## config.mk

```make
export PLATFORM = sky130hd
export DESIGN_NAME = asp_dev_flat
export DESIGN_NICKNAME = d
export VERILOG_FILES = /design/src/asp_pkg.sv /design/src/asp_if.sv /design/src/asp_sync.sv /design/src/asp_dev.sv /design/src/flat_wrapper.sv
export SDC_FILE = /design/constraint.sdc
export NUM_CORES = 1
export LEC_CHECK = 0
export BUFFER_PORTS_ARGS = -buffer_cell sky130_fd_sc_hd__buf_4
export CAP_MARGIN = 40
export CORE_MARGIN = 1
export CORE_UTILIZATION = 65
export DETAILED_ROUTE_END_ITERATION = 8
export PLACE_DENSITY = 0.83
export SYNTH_ARGS = -nofsm -noshare
export SYNTH_HDL_FRONTEND = slang
export SYNTH_SLANG_ARGS = --single-unit
```

## constraint.sdc

```tcl
create_clock -name SYS_CLK -period 6.1 [get_ports SYS_CLK]
set_input_delay 0.61 -clock SYS_CLK [delete_from_list [all_inputs] [get_ports SYS_CLK]]
set_output_delay 0.61 -clock SYS_CLK [all_outputs]
set_load 0.01 [all_outputs]
```

## src/asp_pkg.sv

```systemverilog
// constants shared by both ends of the converter serial port
// assumes one 100 MHz system clock on each end
package asp_pkg;
  localparam int SYS_HZ         = 100_000_000;
  localparam int CYC_PER_US     = SYS_HZ / 1_000_000;
  localparam int RESET_WAIT_US  = 200;
  localparam int WAKE_US        = 200;
  localparam int RESET_WAIT_CYC = RESET_WAIT_US * CYC_PER_US;
  localparam int WAKE_CYC       = WAKE_US * CYC_PER_US;
  localparam int ONES_FOR_RESET = 40;

  // command byte fields
  localparam int CMD_WEN_BIT   = 7;
  localparam int CMD_RW_BIT    = 6;
  localparam int CMD_RS_MSB    = 5;
  localparam int CMD_RS_LSB    = 3;
  localparam int CMD_CREAD_BIT = 2;
  localparam logic [7:0] CMD_CREAD_ENTER = 8'h5C;
  localparam logic [7:0] CMD_CREAD_EXIT  = 8'h58;

  // device registers
  localparam logic [2:0]  REG_STATUS = 3'h0;
  localparam logic [2:0]  REG_MODE   = 3'h1;
  localparam logic [2:0]  REG_DATA   = 3'h3;
  localparam logic [23:0] MODE_RESET = 24'h000000;
  localparam logic [3:0]  CHAN_RESET = 4'h0;
  localparam int OPM_MSB    = 23;
  localparam int OPM_LSB    = 21;
  localparam int APPEND_BIT = 20;
  localparam logic [2:0] OPM_CONT   = 3'h0;
  localparam logic [2:0] OPM_SINGLE = 3'h1;
  localparam logic [2:0] OPM_PWRDN  = 3'h3;
  localparam logic [5:0] LEN_BYTE = 6'h08;
  localparam logic [5:0] LEN_WORD = 6'h18;
  localparam logic [5:0] LEN_APP  = 6'h20;

  // host controller registers
  localparam logic [2:0] HA_CTRL   = 3'h0;
  localparam logic [2:0] HA_WDATA  = 3'h1;
  localparam logic [2:0] HA_RDATA  = 3'h2;
  localparam logic [2:0] HA_STATUS = 3'h3;
  localparam logic [2:0] HA_CONFIG = 3'h4;
  localparam int CTRL_NB_LSB   = 8;
  localparam int CTRL_NB_MSB   = 13;
  localparam int CTRL_SKIP_BIT = 16;
  localparam int CFG_KEEPCS_BIT = 0;
  localparam int CFG_DINHI_BIT  = 1;
  localparam int SCLK_HALF      = 8;

  typedef enum {PH_CMD, PH_WR, PH_RD} asp_phase_t;
  typedef enum {H_GUARD, H_IDLE, H_SETUP, H_LOW, H_HIGH, H_END} asp_hstate_t;
endpackage

```

## src/asp_if.sv

```systemverilog
// four-line serial link between host and converter port
// dout is only valid while dout_oe is high; the bench resolves the wire
`timescale 1ns/100ps
interface asp_if;
  logic cs_n;
  logic sclk;
  logic din;
  logic dout;
  logic dout_oe;
  modport dev  (input cs_n, input sclk, input din, output dout, output dout_oe);
  modport host (output cs_n, output sclk, output din, input dout);
endinterface

```

## src/asp_sync.sv

```systemverilog
// two-flop synchroniser, one per bit
// assumes inputs asynchronous to clk
`timescale 1ns/100ps
module asp_sync #(
  parameter int W = 1
) (
  input  wire logic         clk,
  input  wire logic [W-1:0] d,
  output logic      [W-1:0] q
);
  logic [W-1:0] meta;
  genvar i;
  generate
    for (i = 0; i < W; i++) begin : g_bit
      always_ff @(posedge clk) begin
        meta[i] <= d[i];
        q[i]    <= meta[i];
      end
    end
  endgenerate
endmodule // asp_sync

```

## src/asp_dev.sv

```systemverilog
// converter end of the serial port: command decode, registers, data ready
// assumes converter core on SYS_CLK handing words via CONV_DONE
// Functional notes
// - after any reset, next byte is command
// - command picks read/write and target register
// - data in on din, out on dout
// - ready low on new word, high after read
// - ready raised before data register update
// - select qualifies device; may be tied low
// - data word rereadable until next update
// - continuous read delivers each word once
// - select fall presents ready level immediately
// - 40 ones reset interface and registers
// - host waits 200 us after reset
// - host idles serial clock high
// - single code converts once then powers down
// - single conversion waits 200 us wakeup
// - single mode ready low on done
// - append status after data when enabled
// - continuous conversion default; pin gated by select
// - busy data read discards new word
// - 0x5C enters continuous read
// - unread word replaced by newer one
// - 0x58 while ready low exits
// - host keeps din low in continuous read
//
// Implementation choices: the address map and the strobed register port.
`timescale 1ns/100ps
module asp_dev #(
  parameter int WAKE_CYCLES = asp_pkg::WAKE_CYC
) (
  // system
  input  wire logic        SYS_CLK,
  input  wire logic        SRST,
  // link
  asp_if.dev               LINK,
  // converter core
  input  wire logic        CONV_DONE,
  input  wire logic [23:0] CONV_DATA,
  input  wire logic [3:0]  CONV_CHAN,
  output logic             CONV_RUN,
  output logic             CONV_START,
  output logic             CONV_CLEAR
);
  logic [2:0]  pin_s;
  logic        cs_n_s, sclk_s, din_s, sclk_d;
  asp_pkg::asp_phase_t phase;
  logic [5:0]  bit_cnt;
  logic [23:0] in_sh;
  logic [32:0] out_sh;
  logic [2:0]  cur_rs;
  logic        rd_data;
  logic [23:0] mode_reg, data_reg, pend_data;
  logic [3:0]  chan_reg, pend_chan;
  logic        rdy_n, cread, upd_pend, soft_rst, dout_q;
  logic [5:0]  ones_cnt;
  logic [2:0]  watch_cnt;
  logic [31:0] wake_cnt;
  logic        waking;

  asp_sync #(.W(3)) u_sync (
    .clk (SYS_CLK),
    .d   ({LINK.cs_n, LINK.sclk, LINK.din}),
    .q   (pin_s)
  );
  assign {cs_n_s, sclk_s, din_s} = pin_s;

  // edges count only while selected
  wire sel     = ~cs_n_s;
  wire rise    = sel & sclk_s & ~sclk_d;
  wire fall    = sel & ~sclk_s & sclk_d;
  wire rst_all = SRST | soft_rst;
  wire [7:0] in_byte = {in_sh[6:0], din_s};
  wire [23:0] in_word = {in_sh[22:0], din_s};
  wire [2:0] opm     = mode_reg[asp_pkg::OPM_MSB:asp_pkg::OPM_LSB];
  wire append        = mode_reg[asp_pkg::APPEND_BIT];
  wire [7:0] status  = {rdy_n, 3'h0, chan_reg};
  wire [2:0] cmd_rs  = in_byte[asp_pkg::CMD_RS_MSB:asp_pkg::CMD_RS_LSB];
  wire cmd_ok        = ~in_byte[asp_pkg::CMD_WEN_BIT];
  wire cmd_rd        = in_byte[asp_pkg::CMD_RW_BIT];
  wire cmd_cread     = cmd_rd & (cmd_rs == asp_pkg::REG_DATA)
                       & in_byte[asp_pkg::CMD_CREAD_BIT];
  wire byte_done     = rise & (bit_cnt == 6'h01);
  wire out_done      = rise & (bit_cnt == 6'h01);  // host makes no fall after the last bit
  // a data read in progress blocks the new word outside continuous read
  wire discard       = ~cread & (phase == asp_pkg::PH_RD) & rd_data;
  wire exit_seen     = cread & rise & (watch_cnt == 3'h7)
                       & (in_byte == asp_pkg::CMD_CREAD_EXIT) & ~rdy_n;
  wire mode_wr       = byte_done & (phase == asp_pkg::PH_WR)
                       & (cur_rs == asp_pkg::REG_MODE);
  wire show_data     = (phase == asp_pkg::PH_RD) & ~(upd_pend & cread);

  // msb-aligned read value and length of the addressed register
  logic [31:0] rd_val;
  logic [5:0]  rd_len;
  always_comb begin
    case (cmd_rs)
      asp_pkg::REG_STATUS: begin
        rd_val = {status, 24'h000000};
        rd_len = asp_pkg::LEN_BYTE;
      end
      asp_pkg::REG_MODE: begin
        rd_val = {mode_reg, 8'h00};
        rd_len = asp_pkg::LEN_WORD;
      end
      asp_pkg::REG_DATA: begin
        rd_val = {data_reg, append ? status : 8'h00};
        rd_len = append ? asp_pkg::LEN_APP : asp_pkg::LEN_WORD;
      end
      default: begin
        rd_val = 32'h00000000;
        rd_len = asp_pkg::LEN_BYTE;
      end
    endcase
  end
  wire [31:0] conv_val = {pend_data, append ? {rdy_n, 3'h0, pend_chan} : 8'h00};
  wire [5:0]  conv_len = append ? asp_pkg::LEN_APP : asp_pkg::LEN_WORD;

  always_ff @(posedge SYS_CLK) begin
    sclk_d <= sclk_s;
  end

  // forty consecutive ones while selected reset everything
  always_ff @(posedge SYS_CLK) begin
    if (SRST) begin
      soft_rst <= 1'b0;
    end else begin
      soft_rst <= rise & din_s
                  & (ones_cnt == 6'(asp_pkg::ONES_FOR_RESET - 1));
    end
  end
  always_ff @(posedge SYS_CLK) begin
    if (rst_all) begin
      ones_cnt <= 6'h00;
    end else if (rise) begin
      ones_cnt <= din_s ? ones_cnt + 6'h01 : 6'h00;
    end
  end

  // serial engine: command, write and read phases
  always_ff @(posedge SYS_CLK) begin
    if (rst_all || !sel) begin
      phase   <= asp_pkg::PH_CMD;
      bit_cnt <= asp_pkg::LEN_BYTE;
      rd_data <= 1'b0;
      in_sh   <= 24'h000000;
      cur_rs  <= asp_pkg::REG_STATUS;
    end else begin
      if (rise) begin
        in_sh <= in_word;
      end
      case (phase)
        asp_pkg::PH_CMD: begin
          if (rise) begin
            bit_cnt <= bit_cnt - 6'h01;
          end
          if (byte_done) begin
            bit_cnt <= asp_pkg::LEN_BYTE;
            cur_rs  <= cmd_rs;
            if (cmd_ok && cmd_rd && !cmd_cread && !cread) begin
              phase   <= asp_pkg::PH_RD;
              bit_cnt <= rd_len + 6'h01;
              rd_data <= (cmd_rs == asp_pkg::REG_DATA);
            end else if (cmd_ok && !cmd_rd && !cread) begin
              phase   <= asp_pkg::PH_WR;
              bit_cnt <= (cmd_rs == asp_pkg::REG_STATUS) ? asp_pkg::LEN_BYTE
                         : asp_pkg::LEN_WORD;
            end
          end
        end
        asp_pkg::PH_WR: begin
          if (rise) begin
            bit_cnt <= bit_cnt - 6'h01;
          end
          if (byte_done) begin
            phase   <= asp_pkg::PH_CMD;
            bit_cnt <= asp_pkg::LEN_BYTE;
          end
        end
        asp_pkg::PH_RD: begin
          if (fall) begin
            bit_cnt <= bit_cnt - 6'h01;
          end
          if (out_done || exit_seen) begin
            phase   <= asp_pkg::PH_CMD;
            bit_cnt <= asp_pkg::LEN_BYTE;
            rd_data <= 1'b0;
          end
        end
        default: phase <= asp_pkg::PH_CMD;
      endcase
      // continuous read: newest word replaces whatever was shifting
      if (upd_pend && cread) begin
        phase   <= asp_pkg::PH_RD;
        bit_cnt <= conv_len + 6'h01;
        rd_data <= 1'b1;
      end
    end
  end

  // lead bit before the first fall: low ahead of a continuous-read word, high ahead of any command-started read, data register included
  always_ff @(posedge SYS_CLK) begin
    if (rst_all) begin
      out_sh <= 33'h000000000;
    end else if (upd_pend && cread) begin
      out_sh <= {1'b0, conv_val};
    end else if (byte_done && phase == asp_pkg::PH_CMD) begin
      out_sh <= {1'b1, rd_val};
    end else if (fall && phase == asp_pkg::PH_RD) begin
      out_sh <= {out_sh[31:0], 1'b0};
    end
  end

  // continuous-read watch on din, byte aligned from entry
  always_ff @(posedge SYS_CLK) begin
    if (rst_all || !cread || !sel) begin
      watch_cnt <= 3'h0;
    end else if (rise) begin
      watch_cnt <= watch_cnt + 3'h1;
    end
  end
  always_ff @(posedge SYS_CLK) begin
    if (rst_all) begin
      cread <= 1'b0;
    end else if (exit_seen) begin
      cread <= 1'b0;
    end else if (byte_done && phase == asp_pkg::PH_CMD && cmd_ok && cmd_cread) begin
      cread <= 1'b1;
    end
  end

  // two-step update: ready high first, then the new word and ready low
  always_ff @(posedge SYS_CLK) begin
    if (rst_all) begin
      upd_pend  <= 1'b0;
      pend_data <= 24'h000000;
      pend_chan <= asp_pkg::CHAN_RESET;
      data_reg  <= 24'h000000;
      chan_reg  <= asp_pkg::CHAN_RESET;
      rdy_n     <= 1'b1;
    end else begin
      upd_pend <= CONV_DONE & ~discard;
      if (out_done && rd_data) begin
        rdy_n <= 1'b1;
      end
      if (CONV_DONE && !discard) begin
        pend_data <= CONV_DATA;
        pend_chan <= CONV_CHAN;
        rdy_n     <= 1'b1;
      end else if (upd_pend) begin
        data_reg <= pend_data;
        chan_reg <= pend_chan;
        rdy_n    <= 1'b0;
      end
    end
  end

  // mode register and single-conversion sequencing
  always_ff @(posedge SYS_CLK) begin
    if (rst_all) begin
      mode_reg <= asp_pkg::MODE_RESET;
    end else if (mode_wr) begin
      mode_reg <= in_word;
    end else if (upd_pend && opm == asp_pkg::OPM_SINGLE) begin
      mode_reg[asp_pkg::OPM_MSB:asp_pkg::OPM_LSB] <= asp_pkg::OPM_PWRDN;
    end
  end
  always_ff @(posedge SYS_CLK) begin
    if (rst_all) begin
      waking     <= 1'b0;
      wake_cnt   <= 32'h00000000;
      CONV_START <= 1'b0;
    end else begin
      CONV_START <= waking & (wake_cnt == 32'h00000001);
      if (mode_wr && in_word[asp_pkg::OPM_MSB:asp_pkg::OPM_LSB] == asp_pkg::OPM_SINGLE) begin
        waking   <= 1'b1;
        wake_cnt <= 32'(WAKE_CYCLES);
      end else if (waking) begin
        wake_cnt <= wake_cnt - 32'h00000001;
        waking   <= (wake_cnt != 32'h00000001);
      end
    end
  end
  always_ff @(posedge SYS_CLK) begin
    if (SRST) begin
      CONV_RUN   <= 1'b0;
      CONV_CLEAR <= 1'b1;
    end else begin
      CONV_RUN   <= (opm == asp_pkg::OPM_CONT) & ~soft_rst;
      CONV_CLEAR <= soft_rst | mode_wr;
    end
  end

  // dout shows shifted data during a read, else the ready level
  always_ff @(posedge SYS_CLK) begin
    if (SRST) begin
      dout_q <= 1'b1;
    end else begin
      dout_q <= show_data ? out_sh[32] : rdy_n;
    end
  end
  assign LINK.dout    = dout_q;
  assign LINK.dout_oe = sel;
endmodule // asp_dev

```

## src/flat_wrapper.sv

```systemverilog
// flat-port wrapper written by rule: the top's interface ports become plain ports
module asp_dev_flat 
#(
  parameter int WAKE_CYCLES = asp_pkg::WAKE_CYC
)
  (SYS_CLK, SRST, CONV_DONE, CONV_DATA, CONV_CHAN, CONV_RUN, CONV_START, CONV_CLEAR, LINK_cs_n, LINK_sclk, LINK_din, LINK_dout, LINK_dout_oe);
  asp_if LINK_i ();
  input  wire logic SYS_CLK;
  input  wire logic SRST;
  input  wire logic CONV_DONE;
  input  wire logic [23:0] CONV_DATA;
  input  wire logic [3:0] CONV_CHAN;
  output logic CONV_RUN;
  output logic CONV_START;
  output logic CONV_CLEAR;
  input wire logic [$bits(LINK_i.cs_n)-1:0] LINK_cs_n;
  input wire logic [$bits(LINK_i.sclk)-1:0] LINK_sclk;
  input wire logic [$bits(LINK_i.din)-1:0] LINK_din;
  output wire logic [$bits(LINK_i.dout)-1:0] LINK_dout;
  output wire logic [$bits(LINK_i.dout_oe)-1:0] LINK_dout_oe;
  assign LINK_i.cs_n = LINK_cs_n;
  assign LINK_i.sclk = LINK_sclk;
  assign LINK_i.din = LINK_din;
  assign LINK_dout = LINK_i.dout;
  assign LINK_dout_oe = LINK_i.dout_oe;
  asp_dev #(.WAKE_CYCLES(WAKE_CYCLES)) u_core (.SYS_CLK(SYS_CLK), .SRST(SRST), .LINK(LINK_i), .CONV_DONE(CONV_DONE), .CONV_DATA(CONV_DATA), .CONV_CHAN(CONV_CHAN), .CONV_RUN(CONV_RUN), .CONV_START(CONV_START), .CONV_CLEAR(CONV_CLEAR));
endmodule
```

==> summary.json <==
{
  "grt_overflow_total": {"value": 0},
  "rr_endpoint": {"value": "u_core.wake_cnt[1]$_SDFFE_PP0P_"},
  "timing_worst_setup_path_type": {"value": "reg2reg"},
  "p_leak": {"value": 0.00343, "unit": "uW"},
  "timing.critical_path.max_delay_family": {"value": "simple AND/OR/NAND/NOR gates"},
  "crit_required": {"value": 6450, "unit": "ps"},
  "min_period": {"value": 3280, "unit": "ps"},
  "timing.hold.ws": {"value": 221, "unit": "ps"},
  "layout.filler_cells": {"value": 1007},
  "grt_start_max_net_pins": {"value": 81},
  "cts.repair_timing.setup_buffer_count": {"value": 0},
  "worst_r2r_startpoint": {"value": "u_core.u_sync.q[1]$_DFF_P_"},
  "worst_clock_skew": {"value": 10.6, "unit": "ps"},
  "irDropWorstVdd": {"value": 0.258, "unit": "mV"},
  "count_of_distinct_cell_types_in_the_synthesized_netlist": {"value": 72},
  "critical_path_arrival": {"value": 3630, "unit": "ps"},
  "timing.critical_path.depth": {"value": 7},
  "cap_violations": {"value": 0},
  "critical_path.max_stage_delay": {"value": 690, "unit": "ps"},
  "antenna-diode-count": {"value": 0},
  "report.final.hold_viol_count": {"value": 0},
  "row_count": {"value": 42},
  "setup.reg_to_reg.worst_slack": {"value": 2820, "unit": "ps"},
  "number_of_global_route_vias_before_repair": {"value": 7449},
  "clock_insertion_delay_worst_skew": {"value": 490, "unit": "ps"},
  "seqCellArea": {"value": 0.00410, "unit": "mm2"},
  "tns": {"value": 0, "unit": "ps"},
  "tritoncts_clock_tree": {"value": "yes"},
  "core": {"value": 0.0133, "unit": "mm2"},
  "worstMarginPinSlew": {"value": 906, "unit": "ps"},
  "sinks_on_the_clock_net": {"value": 205},
  "flip_flop_count_of_the_largest_register_after_layout": {"value": 33},
  "synthToLayoutAreaGrowth": {"value": 11.7, "unit": "%"},
  "layout-drive-gt1-share": {"value": 10.2, "unit": "%"},
  "wl_per_cell": {"value": 16.5, "unit": "um"},
  "route.vias.total": {"value": 7833},
  "finalWirelength": {"value": 21.1, "unit": "mm"},
  "count_of_buffers_from_port_buffering": {"value": 38},
  "htree_levels": {"value": 1},
  "die_w": {"value": 119, "unit": "um"},
  "multi_input_gate_area_in_the_final_layout": {"value": 0.00441, "unit": "mm2"},
  "cts-buffers-inserted": {"value": 21},
  "reg2regPathDepth": {"value": 7},
  "drt-pass1-iter-count": {"value": 5},
  "cp-end-kind": {"value": "register"},
  "max_freq": {"value": 0.305, "unit": "GHz"},
  "final_antenna_net_count": {"value": 0},
  "cts-resized-gates": {"value": 0},
  "critical_path.n_buffers_inverters": {"value": 1},
  "run_status": {"value": "finished clean"},
  "cp_cell_sequence": {"value": "nor3b_4 -> nand3_2 -> nor4_4 -> buf_4 -> nand3_1 -> nand2_2 -> a211oi_1"},
  "unrepaired_setup_endpoints_after_global_routing": {"value": "false"},
  "synth-edff-count": {"value": 0},
  "total_power_density_per_cell_area": {"value": 273, "unit": "mW/mm2"},
  "post-route-worst-setup-slack": {"value": 2820, "unit": "ps"},
  "layout.cells.most_common": {"value": "sky130_fd_sc_hd__nand2_1"},
  "most-common-layout-cells": {"value": "sky130_fd_sc_hd__nand2_1, sky130_fd_sc_hd__dfxtp_1, sky130_fd_sc_hd__a21oi_1"},
  "hold_class": {"value": "in2reg"},
  "setup.worst_path.start": {"value": "u_core.u_sync.q[1]$_DFF_P_"},
  "path_max_fanout": {"value": 27},
  "average_cell_area_after_synthesis": {"value": 8.11, "unit": "um2"},
  "initial_utilization": {"value": 66.7, "unit": "%"},
  "crit_path_top_delay_cell": {"value": "sky130_fd_sc_hd__nor3b_4"},
  "dp.final_hpwl": {"value": 13.2, "unit": "mm"},
  "nets": {"value": 1134},
  "ys_seq_area_share": {"value": 46.3, "unit": "%"},
  "synth_nets": {"value": 1137},
  "grt_first_pass_wirelength": {"value": 35.1, "unit": "mm"},
  "place_congestion": {"value": 0.913},
  "synth_area": {"value": 0.00887, "unit": "mm2"},
  "drt_iter0_drc": {"value": 649},
  "maxSlewViolCount": {"value": 0},
  "final-setup-viol-count": {"value": 0},
  "io_pins": {"value": 39},
  "largest-register": {"value": "u_core.out_sh"},
  "globalRouteTotalUtil": {"value": 30.2, "unit": "%"},
  "synthCells": {"value": 1093},
  "endpoint": {"value": "u_core.wake_cnt[1]$_SDFFE_PP0P_"},
  "antenna_found_initial": {"value": 0},
  "cts_root_buffer": {"value": "sky130_fd_sc_hd__clkbuf_16"},
  "die_h": {"value": 119, "unit": "um"},
  "post_cts_hold_buffer_count": {"value": 0},
  "viasPerCell": {"value": 6.12},
  "synth-async-reset-ratio": {"value": 0, "unit": "%"},
  "worst_slack_placed": {"value": 2880, "unit": "ps"},
  "max-clock-path-buffers": {"value": 3},
  "final.period_utilization": {"value": 53.8, "unit": "%"},
  "synth.ff_latch_count": {"value": 205},
  "largest_registers": {"value": "u_core.out_sh (33), u_core.wake_cnt (32)"},
  "post-route-drc-count": {"value": 0},
  "clk_transition_reported_paths": {"value": 60, "unit": "ps"},
  "synthFlopType": {"value": "sky130_fd_sc_hd__dfxtp_1"},
  "total_of_warnings_raised_by_yosys": {"value": 0},
  "headroom_to_the_max_slew_limit": {"value": 39.6, "unit": "%"},
  "dieArea": {"value": 0.0141, "unit": "mm2"},
  "cp-start-kind": {"value": "register"}
}
cell type report:
class | instances | area share, %
Clock buffer | 33 | 6.57
Clock inverter | 3 | 0.152
Inverter | 11 | 0.417
Multi-Input combinational cell | 798 | 44.6
Sequential cell | 205 | 41.5
Tap cell | 176 | 2.22
Timing Repair Buffer | 53 | 4.60
cell usage after synthesis (13+ instances only):
cell type / number / area share (%)
sky130_fd_sc_hd__clkbuf_1: 63 / 2.7
sky130_fd_sc_hd__nand2_1: 282 / 12
sky130_fd_sc_hd__o311ai_0: 20 / 2.0
sky130_fd_sc_hd__mux2i_1: 27 / 3.0
sky130_fd_sc_hd__nor2_1: 73 / 3.1
sky130_fd_sc_hd__dfxtp_1: 205 / 46
sky130_fd_sc_hd__o21ai_0: 37 / 2.1
sky130_fd_sc_hd__o22ai_1: 21 / 1.5
sky130_fd_sc_hd__nand3_1: 15 / 0.85
sky130_fd_sc_hd__a21oi_1: 131 / 7.4
sky130_fd_sc_hd__nor3_1: 13 / 0.73
sky130_fd_sc_hd__xnor2_1: 20 / 2.0
sky130_fd_sc_hd__xor2_1: 15 / 1.5
worst min path at each step:
stage	start	endpoint	slack (ps)	cells past startpoint
floorplan	u_core.u_sync.meta[0]$_DFF_P_	u_core.u_sync.q[0]$_DFF_P_	310	0
global placement	u_core.u_sync.meta[2]$_DFF_P_	u_core.u_sync.q[2]$_DFF_P_	310	0
detailed placement	u_core.u_sync.meta[1]$_DFF_P_	u_core.u_sync.q[1]$_DFF_P_	310	0
CTS	LINK_din	u_core.u_sync.meta[0]$_DFF_P_	210	1
global route	LINK_cs_n	u_core.u_sync.meta[2]$_DFF_P_	210	1
finish	LINK_din	u_core.u_sync.meta[0]$_DFF_P_	220	1
worst reg2reg max path, cell delays in order (launching register included):
cell and delay [ps]:
sky130_fd_sc_hd__dfxtp_1 410, sky130_fd_sc_hd__nor3b_4 690, sky130_fd_sc_hd__nand3_2 370, sky130_fd_sc_hd__nor4_4 300, sky130_fd_sc_hd__buf_4 330, sky130_fd_sc_hd__nand3_1 380
sky130_fd_sc_hd__nand2_2 540, sky130_fd_sc_hd__a211oi_1 120
cells by family after synthesis:
kind of cell | synth area share, %
muxes | 3.81
buffers and inverters | 3.99
DFF | 46.3
xor gates and xnor gates | 3.46
and+or+nand+nor | 23.2
adders and majority gates | 1.41
AOI/OAI and AO/OA | 17.8
routing by layer:
layer,routed length (um),GRT usage [%],vias to the layer above,part of all wire [%]
li1,-,-,3786,-
met1,9050,37.8,3664,43
met2,9870,49.7,304,47
met3,1270,5.07,79,6.0
met4,936,16.1,0,4.4
met5,0,0,-,0
power by group:
part / switching (uW) / internal (uW)
registers: 15.9 / 1360
logic: 60.5 / 38.2
clock network: 508 / 728
through the flow:
step	instance area [um2]	total power (uW)	utilization, %	instances
2_1_floorplan	8870	1450	-	1093
3_3_place_gp	9130	1490	68.6	1236
6_report	9900	2710	74.5	1279
4_1_cts	9900	2720	74.5	1279
3_5_place_dp	9240	1500	69.5	1243
5_1_grt	9900	2790	74.5	1279
Power figures use the tool's default switching activity.
